File: src/verilog/modem_status_consts.svh
`ifndef MODEM_STATUS_CONSTS_SVH
`define MODEM_STATUS_CONSTS_SVH

// Register offsets on the host register port
`define OFS_DIV_LOW_OR_DATA 3'h0
`define OFS_DIV_HIGH_OR_INT_EN 3'h1
`define OFS_LINE_CONTROL 3'h3
`define OFS_MODEM_CONTROL 3'h4
`define OFS_MODEM_STATUS 3'h6
`define OFS_SCRATCH 3'h7

// Field positions
`define INT_EN_MODEM_IRQ_BIT 3
`define LINE_CTL_DIV_SELECT_BIT 7
`define MODEM_CTL_DTR_BIT 0
`define MODEM_CTL_RTS_BIT 1
`define MODEM_CTL_OUT1_BIT 2
`define MODEM_CTL_OUT2_BIT 3
`define MODEM_CTL_LOOPBACK_BIT 4

// Reset values
`define RST_BYTE 8'h00
`define RST_DIVISOR 16'h0000
`define RST_FLAGS 4'h0

`endif

File: src/verilog/modem_status_pkg.sv
package modem_status_pkg;

  // Modem status byte: current levels high, change flags low
  typedef struct packed {
    logic [3:0] level; // Carrier, ring, data-set-ready, clear-to-send
    logic [3:0] delta; // Change flags in the same order
  } modem_status_t;

  // One host register request
  typedef struct packed {
    logic [2:0] addr;
    logic wr;
    logic rd;
    logic [7:0] wdata;
  } host_req_t;

endpackage : modem_status_pkg

File: src/verilog/modem_line_watch.sv
`timescale 1ns/1ns
// Watches one active-low modem input and reports its level and changes
module modem_line_watch #(
  parameter bit FALL_ONLY = 1'b0 // Report only falls of the status level
) (
  // Clock and reset
  input wire logic clk,
  input wire logic rst,
  input wire logic ce,
  // Line sources
  input wire logic pin_n,
  input wire logic loop_level,
  input wire logic loopback,
  // Results
  output logic level,
  output logic change
);

  logic sync_a; // First synchroniser stage, read only by sync_b
  logic sync_b; // Second synchroniser stage
  wire logic src_level; // Level the status bit should follow

  // Loopback takes the control bit, otherwise the inverted pin
  assign src_level = loopback ? loop_level : ~sync_b;
  // Any toggle, or only the status fall (pin rising) when asked
  assign change = FALL_ONLY ? (level & ~src_level) : (level ^ src_level);

  // Synchronise the pin and track the status level
  always_ff @(posedge clk or posedge rst) begin
    if (rst) begin
      sync_a <= 1'b1;
      sync_b <= 1'b1;
      level <= 1'b0;
    end else if (ce) begin
      sync_a <= pin_n;
      sync_b <= sync_a;
      level <= src_level;
    end
  end

endmodule : modem_line_watch

File: src/verilog/modem_status_regs.sv
`timescale 1ns/1ns
`include "modem_status_consts.svh"
// What this block does
// - Set DSR change flag on any toggle
// - Set ring flag only on ring trailing edge (pin rising)
// - Set carrier change flag on any toggle
// - Interrupt when flag set and enabled
// - Bit4 is inverted CTS, loopback RTS
// - Bit5 is inverted DSR, loopback DTR
// - Bit6 is inverted ring, loopback control bit2
// - Bit7 is inverted carrier, loopback control bit3
// - Change flags are zero after reset
// - Free eight bit scratch register
// - Divisor is high byte over low byte
// - Set CTS change flag on any toggle
// - Loopback follows control bit4, off at reset
// - Divisor bytes selected only by line-control bit7
module modem_status_regs
  import modem_status_pkg::*;
(
  // Clock, reset and enable
  input wire logic MCLK_I,
  input wire logic SYS_RST_I,
  input wire logic CE_I,
  // Host register port
  input wire logic [2:0] ADDR_I,
  input wire logic WR_I,
  input wire logic RD_I,
  input wire logic [7:0] WDATA_I,
  output logic [7:0] RDATA_O,
  // Modem inputs, active low
  input wire logic CTS_N_I,
  input wire logic DSR_N_I,
  input wire logic RING_INDICATOR_N_I,
  input wire logic CARRIER_DETECT_N_I,
  // Results for the rest of the channel
  output logic [15:0] BAUD_DIVISOR_O,
  output logic LOOPBACK_O,
  output logic MODEM_IRQ_O
);

  host_req_t req; // Bundled host request
  logic [7:0] baud_divisor_low; // Divisor low byte
  logic [7:0] baud_divisor_high; // Divisor high byte
  logic [7:0] interrupt_enable_reg; // Interrupt enables
  logic [7:0] line_control_reg; // Line control, only the divisor select used here
  logic [7:0] modem_control_reg; // Modem control
  logic [7:0] scratch_pad; // Scratch storage
  logic [3:0] delta; // Sticky change flags
  wire logic [3:0] level; // Current status levels
  wire logic [3:0] change; // Change pulses from the watchers
  wire logic [3:0] pin_n; // Pins in status bit order
  wire logic [3:0] loop_src; // Control bits that replace pins in loopback
  wire logic loopback; // Loopback active
  wire logic div_sel; // Divisor bytes mapped over the data and interrupt-enable registers
  wire logic status_read; // Host reads the modem status register
  wire logic [3:0] next_delta; // Next change flags
  wire logic next_irq; // Next interrupt level
  wire modem_status_t status; // Assembled status byte
  logic [7:0] read_mux; // Selected read data

  assign req = '{addr: ADDR_I, wr: WR_I, rd: RD_I, wdata: WDATA_I};

  // Decode of control fields
  assign loopback = modem_control_reg[`MODEM_CTL_LOOPBACK_BIT];
  assign div_sel = line_control_reg[`LINE_CTL_DIV_SELECT_BIT];
  assign status_read = req.rd && (req.addr == `OFS_MODEM_STATUS);

  // Pin and loopback sources, ordered CTS, DSR, ring, carrier
  assign pin_n = {CARRIER_DETECT_N_I, RING_INDICATOR_N_I, DSR_N_I, CTS_N_I};
  assign loop_src = {modem_control_reg[`MODEM_CTL_OUT2_BIT],
                     modem_control_reg[`MODEM_CTL_OUT1_BIT],
                     modem_control_reg[`MODEM_CTL_DTR_BIT],
                     modem_control_reg[`MODEM_CTL_RTS_BIT]};

  // One watcher per modem line; the ring watcher reports only its trailing edge
  genvar gi;
  generate
    for (gi = 0; gi < 4; gi++) begin : g_line
      modem_line_watch #(
        .FALL_ONLY(gi == 2)
      ) u_watch (
        .clk(MCLK_I),
        .rst(SYS_RST_I),
        .ce(CE_I),
        .pin_n(pin_n[gi]),
        .loop_level(loop_src[gi]),
        .loopback(loopback),
        .level(level[gi]),
        .change(change[gi])
      );
    end
  endgenerate

  // Flags: a change in the read cycle survives the clear
  assign next_delta = (status_read ? `RST_FLAGS : delta) | change;
  // Interrupt follows the flags that remain after this cycle
  assign next_irq = (|next_delta) & interrupt_enable_reg[`INT_EN_MODEM_IRQ_BIT];

  // Status byte: levels high, change flags low
  assign status = '{level: level, delta: delta};

  // Read selection; unmapped and outside registers read zero
  always_comb begin
    read_mux = 8'h00;
    unique case (req.addr)
      `OFS_DIV_LOW_OR_DATA: begin
        read_mux = div_sel ? baud_divisor_low : 8'h00;
      end
      `OFS_DIV_HIGH_OR_INT_EN: begin
        read_mux = div_sel ? baud_divisor_high : interrupt_enable_reg;
      end
      `OFS_LINE_CONTROL: begin
        read_mux = line_control_reg;
      end
      `OFS_MODEM_CONTROL: begin
        read_mux = modem_control_reg;
      end
      `OFS_MODEM_STATUS: begin
        read_mux = status;
      end
      `OFS_SCRATCH: begin
        read_mux = scratch_pad;
      end
      default: begin
        read_mux = 8'h00;
      end
    endcase
  end

  // Host writes to the control, divisor and scratch registers
  always_ff @(posedge MCLK_I or posedge SYS_RST_I) begin
    if (SYS_RST_I) begin
      baud_divisor_low <= `RST_BYTE;
      baud_divisor_high <= `RST_BYTE;
      interrupt_enable_reg <= `RST_BYTE;
      line_control_reg <= `RST_BYTE;
      modem_control_reg <= `RST_BYTE;
      scratch_pad <= `RST_BYTE;
    end else if (CE_I && req.wr) begin
      unique case (req.addr)
        `OFS_DIV_LOW_OR_DATA: begin
          if (div_sel) begin
            baud_divisor_low <= req.wdata;
          end
        end
        `OFS_DIV_HIGH_OR_INT_EN: begin
          if (div_sel) begin
            baud_divisor_high <= req.wdata;
          end else begin
            interrupt_enable_reg <= req.wdata;
          end
        end
        `OFS_LINE_CONTROL: begin
          line_control_reg <= req.wdata;
        end
        `OFS_MODEM_CONTROL: begin
          modem_control_reg <= req.wdata;
        end
        `OFS_SCRATCH: begin
          scratch_pad <= req.wdata;
        end
        default: begin
        end
      endcase
    end
  end

  // Change flags, interrupt and read data
  always_ff @(posedge MCLK_I or posedge SYS_RST_I) begin
    if (SYS_RST_I) begin
      delta <= `RST_FLAGS;
      MODEM_IRQ_O <= 1'b0;
      RDATA_O <= `RST_BYTE;
    end else if (CE_I) begin
      delta <= next_delta;
      MODEM_IRQ_O <= next_irq;
      if (req.rd) begin
        RDATA_O <= read_mux;
      end
    end
  end

  // Registered copies of the divisor and loopback for the rest of the channel
  always_ff @(posedge MCLK_I or posedge SYS_RST_I) begin
    if (SYS_RST_I) begin
      BAUD_DIVISOR_O <= `RST_DIVISOR;
      LOOPBACK_O <= 1'b0;
    end else if (CE_I) begin
      BAUD_DIVISOR_O <= {baud_divisor_high, baud_divisor_low};
      LOOPBACK_O <= loopback;
    end
  end

endmodule : modem_status_regs

File: config.mk
export PLATFORM = sky130hd
export DESIGN_NAME = modem_status_regs
export DESIGN_NICKNAME = d
export VERILOG_FILES = /design/src/verilog/modem_status_pkg.sv /design/src/verilog/modem_line_watch.sv /design/src/verilog/modem_status_regs.sv
export VERILOG_INCLUDE_DIRS = /design/src /design/src/verilog
export SDC_FILE = /design/constraint.sdc
export NUM_CORES = 1
export LEC_CHECK = 0
export BUFFER_PORTS_ARGS = -buffer_cell sky130_fd_sc_hd__buf_2
export CAP_MARGIN = 10
export CELL_PAD_IN_SITES_DETAIL_PLACEMENT = 0
export CELL_PAD_IN_SITES_GLOBAL_PLACEMENT = 1
export CORE_ASPECT_RATIO = 1.1
export CORE_UTILIZATION = 43
export CTS_CLUSTER_DIAMETER = 80
export DETAILED_ROUTE_END_ITERATION = 6
export PLACE_DENSITY_LB_ADDON = 0.08
export SLEW_MARGIN = 30
export SYNTH_ARGS = -nofsm -noshare
export SYNTH_HDL_FRONTEND = slang
export SYNTH_SLANG_ARGS = --single-unit
File: constraint.sdc
create_clock -name MCLK_I -period 2.7 [get_ports MCLK_I]
set_input_delay 0.54 -clock MCLK_I [delete_from_list [all_inputs] [get_ports MCLK_I]]
set_output_delay 0.54 -clock MCLK_I [all_outputs]
set_load 0.01 [all_outputs]
# Word-level counts from Yosys, hierarchy flattened
# Index checks and enable logic that the tools add are counted.
[word_totals] reg_bits=90 inputBits=20 word_cells=59
[op_classes] n_eq_ne=5 n_mux=8 n_bitwise=12 reduce_logical=11
[ops] op="$pmux 8 s6" n=1
[ops] op="$mux 8" n=2
[ops] op="$eq 3x3->1 const B" n=3
[ops] op="$reduce_and 3->1" n=3
[ops] op="$reduce_and 2->1" n=4
[ops] op="$not 1->1" n=6
[ops] op="$mux 1" n=4
[ops] op="$mux 4" n=1
[ops] op="$or 4x4->4" n=1
[ops] op="$reduce_or 4->1" n=1
[ops] op="$eq 3x1->1 const B" n=1
[ops] op="$eq 3x2->1 const B" n=1
[ops] op="$logic_not 3->1" n=1
[ops] op="$xor 1x1->1" n=3
[ops] op="$and 1x1->1" n=2
[ops] op="$logic_and 1x1->1" n=2

# Logic depth before layout (Yosys ltp)
[depth] depth_word=7 depth_mapped=7 ltp_nobuf=5

# Cells and area by module
# A second synthesis with hierarchy kept.
[hier_totals] cells_unflattened=307 hier_area_um2=4043.9
[by_module_without_submodules] mod="modem_status_regs" instances=1 cells_each=263 area_per_inst_um2=3512.1 seq_area_each_um2=1951.9
[by_module_without_submodules] mod="modem_line_watch (g_line[0].u_watch ...)" instances=3 cells_each=11 area_per_inst_um2=133.9 seq_area_each_um2=77.6
[by_module_without_submodules] mod="modem_line_watch (g_line[2].u_watch)" instances=1 cells_each=11 area_per_inst_um2=130.1 seq_area_each_um2=77.6

# Worst setup path before layout
# OpenSTA, ideal clock, no wires.
[synth_timing] path_kind="input port to flip-flop" startpoint="input ADDR_I[2]" endpoint="register baud_divisor_high[0]" setup_time_ps=127 arrival_time_ps=1555 t_required_ps=2573 path_slack_ps=1017 cell_stages=6 n_path_buf=2 path_cell_list="buf_4 nand2b_4 nor2_2 and3_1 buf_4 mux2_1"
[synth_via] elab_chain_cells=2
[synth_lines] item="start: declaration" line_no="modem_status_regs.sv:26" rtl="input wire logic [2:0] ADDR_I,"
[synth_lines] item="$eq 3x1->1" line_no="modem_status_regs.sv:141" rtl="unique case (req.addr)"
[synth_lines] item="$reduce_and 3->1 (no source line)"
[synth_lines] item="end signal: assignment" line_no="modem_status_regs.sv:135" rtl="baud_divisor_high <= `RST_BYTE;"
[synth_lines] item="end signal: assignment" line_no="modem_status_regs.sv:149" rtl="baud_divisor_high <= req.wdata;"
[synth_lines] item="end: declaration" line_no="modem_status_regs.sv:44" rtl="logic [7:0] baud_divisor_high;"
# Every way passes these cells.
# A chain may end at the register's enable or synchronous reset.

# Worst setup path after layout
[layout_timing] startpoint="register line_control_reg[7]" endpoint="register baud_divisor_low[5]"
[layout_via] elab_chain_cells=1
[layout_lines] item="start: declaration" line_no="modem_status_regs.sv:46" rtl="logic [7:0] line_control_reg;"
[layout_lines] item="start signal: assignment" line_no="modem_status_regs.sv:137" rtl="line_control_reg <= `RST_BYTE;"
[layout_lines] item="start signal: assignment" line_no="modem_status_regs.sv:155" rtl="line_control_reg <= req.wdata;"
[layout_lines] item="$reduce_and 3->1 (no source line)"
[layout_lines] item="end signal: assignment" line_no="modem_status_regs.sv:134" rtl="baud_divisor_low <= `RST_BYTE;"
[layout_lines] item="end signal: assignment" line_no="modem_status_regs.sv:144" rtl="baud_divisor_low <= req.wdata;"
[layout_lines] item="end: declaration" line_no="modem_status_regs.sv:43" rtl="logic [7:0] baud_divisor_low;"
# Every way passes these cells.

==> results.txt <==
----------------------------------------------------
[Layout]
  Number of fill cells ... 828
  Largest register by flop count ... BAUD_DIVISOR_O
  Max FFs per register ... 16
  Area growth from synthesis to final layout ... 11.9%
  Layout cell share with drive strength beyond 1 ... 44.0%
  Non-filler cells in the finished layout ... 473
  Combined area of the multi-input logic cells ... 1670 sq um
  Number of nets in the layout ... 374
  Sequential Area ... 2260 sq um
  Count of antenna diodes in the layout ... 0
  Cell area after layout ... 4560 sq um

[Clock tree]
  Sink count of the clock tree ... 90
  Worst skew pair latency ... 0.36 ns
  Worst-case clock buffer depth ... 2
  Clock buffer count from CTS ... 9
  Clock tree from TritonCTS ... done
  Quantity of gates resized following cts ... 0
  Clock H-tree levels ... 3
  Post-CTS Setup Inserts ... 0
  Count of hold-fix buffers inserted at cts ... 0
  Root buffer selected by CTS ... clkbuf_8
  Clock transition at the registers of the reported paths ... 0.09 ns

[Setup path]
  Cell count of the worst reg-to-reg path ... 3
  List of cells traversed by the critical path ... nor2b_1 -> nand3_2 -> mux2_2
  Crit Reg-Reg Endpoint ... baud_divisor_low[5]$_DFFE_PP0P_
  Slowest cell on the critical path ... dfrtp_1
  Class of the most critical setup path ... flip-flop to flip-flop
  Reg-to-reg setup timing slack ... 0.69 ns
  CP peak stage delay ... 0.90 ns
  CP bufs+invs ... 0
  Origin of the critical flop-to-flop path ... line_control_reg[7]$_DFFE_PP0P_
  CP required ... 2.94 ns
  Data arrival, critical path ... 2.25 ns
  Type of origin of the critical path ... flip-flop
  Nature of the critical path endpoint ... flip-flop
  Crit-path leading delay family ... flip-flops
  Crit path max fanout ... 17

[Pwr]
  Seq pwr share ... 54.5%
  Power per Cell Area ... 743 nW/um^2
  Internal power consumption ... 2370 uW
  Clock group share of total power ... 24.9%
  Net Sw Power ... 1020 uW
  Sw frac ... 30.0%
  Total power after layout ... 3390 uW
  Leak pwr ... 0.00211 uW
  Power share of the combinational group ... 20.6%
  Peak ir drop on the vdd network ... 0.271 mV

[Placement]
  DP Wirelength ... 6110 um
  IO Port Bufs ... 45
  Post-place instance area ... 4380 sq um
  Last weighted congestion value of the routability-driven placer ... 0.829
  Placed instance count ... 457

[Synth]
  Gate Count Post-Synth ... 311
  Post-synthesis cell area ... 4080 sq um
  Leading post-synthesis cells by instance count ... dfrtp_1, mux2_2, nand2_1
  Fraction of post-synthesis cell area in the top cell type by area ... 50.3%
  Average cell area after synthesis ... 13.1 sq um
  Top-count cell post-synth ... dfrtp_1
  Top flip-flop cell by instance count after synthesis ... dfrtp_1
  #FFs+latches synth ... 90
  Count of flip-flops with a built-in enable after synthesis ... 0
  Cell taking the most area after synthesis ... dfrtp_1
  Synth area leaders ... dfrtp_1, mux2_2, dfstp_2, mux2_1, mux2i_1
  Proportion of synthesized flip-flops having asynchronous set or reset ... 100%
  Part of the Yosys area used for sequential elements ... 55.5%
  Syn_nets ... 331
  Ys Warns ... 0
  Post-synthesis cell type count ... 42

[Routing]
  Wire length per cell after detailed routing ... 19.1 um
  Final Routed Wirelength ... 9050 um
  1st-pass router iterations ... 5
  Overall via count from detail_route ... 2,577
  Antenna viol nets, final ... 0
  DR DRC count ... 0
  Vias per std cell ... 5.45
  Number of DRC violations after detailed-routing iteration 0 ... 125

[GRT]
  GRT Util Overall ... 19.7%
  GR Util met3 ... 3.95%
  Via count of the first global-routing pass ... 2,618
  GR Overflow Total ... 0
  Antenna violations before repair ... 0
  Met2 Track Usage GR ... 30.2%
  Met1 demand-to-capacity share in global routing ... 27.7%
  Maximum number of pins on one net before global-route repair ... 91
  First-pass GRT wire length ... 14,400 um
  Most used routing layer ... met2

[Floorplan]
  Number of placement rows ... 36
  Die Width ... 94.9 um
  CORE AREA ... 9050 sq um
  Initial core utilization ... 45.0%
  Chip Height ... 104 um
  Die ar. ... 9880 sq um
  Number of top-level pins ... 46

[Timing]
  Final setup skew ... 0.0126 ns
  Worst Max-Slew Pin Slew ... 0.836 ns
  Unrepaired setup endpoints after global routing ... no
  Worst-case hold slack ... 0.316 ns
  Final Critical Period ... 2.01 ns
  Count of final setup violators ... 0
  Final count of hold timing violations ... 0
  Achievable clock frequency ... 499 MHz
  Final number of max-transition violations ... 0
  Setup TNS ... 0 ns
  Worst rel slew slack ... 44.3%
  Final Cycle Share ... 74.3%

[Hold path]
  Worst Hold Class ... input port to async pin

[Run]
  Max-cap violation count ... 0

[Status]
  Run status ... complete, no violations

----------------------------------------------------
[metrics by stage]
| stage | util [%] | setup slack, ns |
|---|---|---|
| after floorplan | - | 1.02 |
| after global placement | 48.4 | 0.550 |
| after detailed placement | 48.4 | 0.541 |
| after CTS | 50.4 | 0.739 |
| after global routing | 50.4 | 0.543 |
| final | 50.4 | 0.695 |
[layer usage]
metal,up-vias,wire (um)
met5,-,0
met4,0,131
met3,10,289
met2,47,4250
met1,1314,4380
li1,1206,-
[cells by family after synthesis]
| group | count (synthesis) | share of synthesized area, % |
|---|---|---|
| xor gates and xnor gates | 3 | 0.644 |
| muxes | 93 | 25.4 |
| DFF | 90 | 55.5 |
| AOI/OAI and AO/OA | 50 | 8.07 |
| and+or+nand+nor | 49 | 6.75 |
| buffers and inverters | 26 | 3.65 |
[worst max-delay path by stage]
stage	startpoint	end	depth (start not counted)
final	line_control_reg[7]$_DFFE_PP0P_	baud_divisor_low[5]$_DFFE_PP0P_	3
after global routing	line_control_reg[7]$_DFFE_PP0P_	baud_divisor_low[1]$_DFFE_PP0P_	3
after CTS	line_control_reg[7]$_DFFE_PP0P_	baud_divisor_low[5]$_DFFE_PP0P_	3
after detailed placement	ADDR_I[2]	interrupt_enable_reg[2]$_DFFE_PP0P_	5
after global placement	ADDR_I[2]	interrupt_enable_reg[0]$_DFFE_PP0P_	5
after floorplan	ADDR_I[2]	baud_divisor_high[0]$_DFFE_PP0P_	6
[area by class of cell]
| type | count | share of cell area [%] |
|---|---|---|
| Clock buffer | 11 | 3.10 |
| Inverter | 7 | 0.658 |
| Sequential cell | 90 | 49.6 |
| Clock inverter | 5 | 0.850 |
| Tap cell | 114 | 3.13 |
| Timing Repair Buffer | 51 | 6.20 |
| Multi-Input combinational cell | 195 | 36.5 |
[worst reg2reg max path: stages, from the launching register on]
cell     delay [ns]
dfrtp_1        0.90
nor2b_1        0.35
nand3_2        0.29
mux2_2         0.36
[layout by cell type, fill, tap and decap left out, types with 2 or more instances in the layout]
| cell type | Yosys | layout |
|---|---|---|
| mux2i_1 | 9 | 9 |
| mux2_2 | 74 | 74 |
| a31oi_1 | 3 | 3 |
| buf_2 | 8 | 45 |
| dfrtp_1 | 82 | 82 |
| buf_4 | 7 | 5 |
| a21oi_1 | 11 | 11 |
| clkbuf_8 | 0 | 10 |
| a221oi_1 | 2 | 2 |
| a22o_1 | 8 | 8 |
| dfstp_2 | 8 | 8 |
| o21ai_0 | 13 | 13 |
| xor2_1 | 2 | 2 |
| clkinvlp_4 | 0 | 2 |
| a222oi_1 | 3 | 3 |
| mux2_1 | 10 | 10 |
| nand3_1 | 4 | 4 |
| o21ai_1 | 3 | 3 |
| nor2b_1 | 3 | 3 |
| nor2_1 | 6 | 6 |
| nand2_1 | 21 | 21 |
| nor3_1 | 2 | 2 |
| nand3_2 | 2 | 2 |
| clkinv_4 | 0 | 2 |
| inv_1 | 7 | 6 |
| nor2_4 | 2 | 2 |
[power by group through the flow]
| stage | Combinational (uW) | Sequential (uW) | Clock, uW |
|---|---|---|---|
| after floorplan | 506 | 1810 | 0 |
| after global placement | 696 | 1870 | 0 |
| after detailed placement | 704 | 1880 | 0 |
| after CTS | 708 | 1850 | 873 |
| after global routing | 766 | 1890 | 932 |
| final | 697 | 1850 | 844 |
No activity file was read; power rests on OpenSTA's default activity.
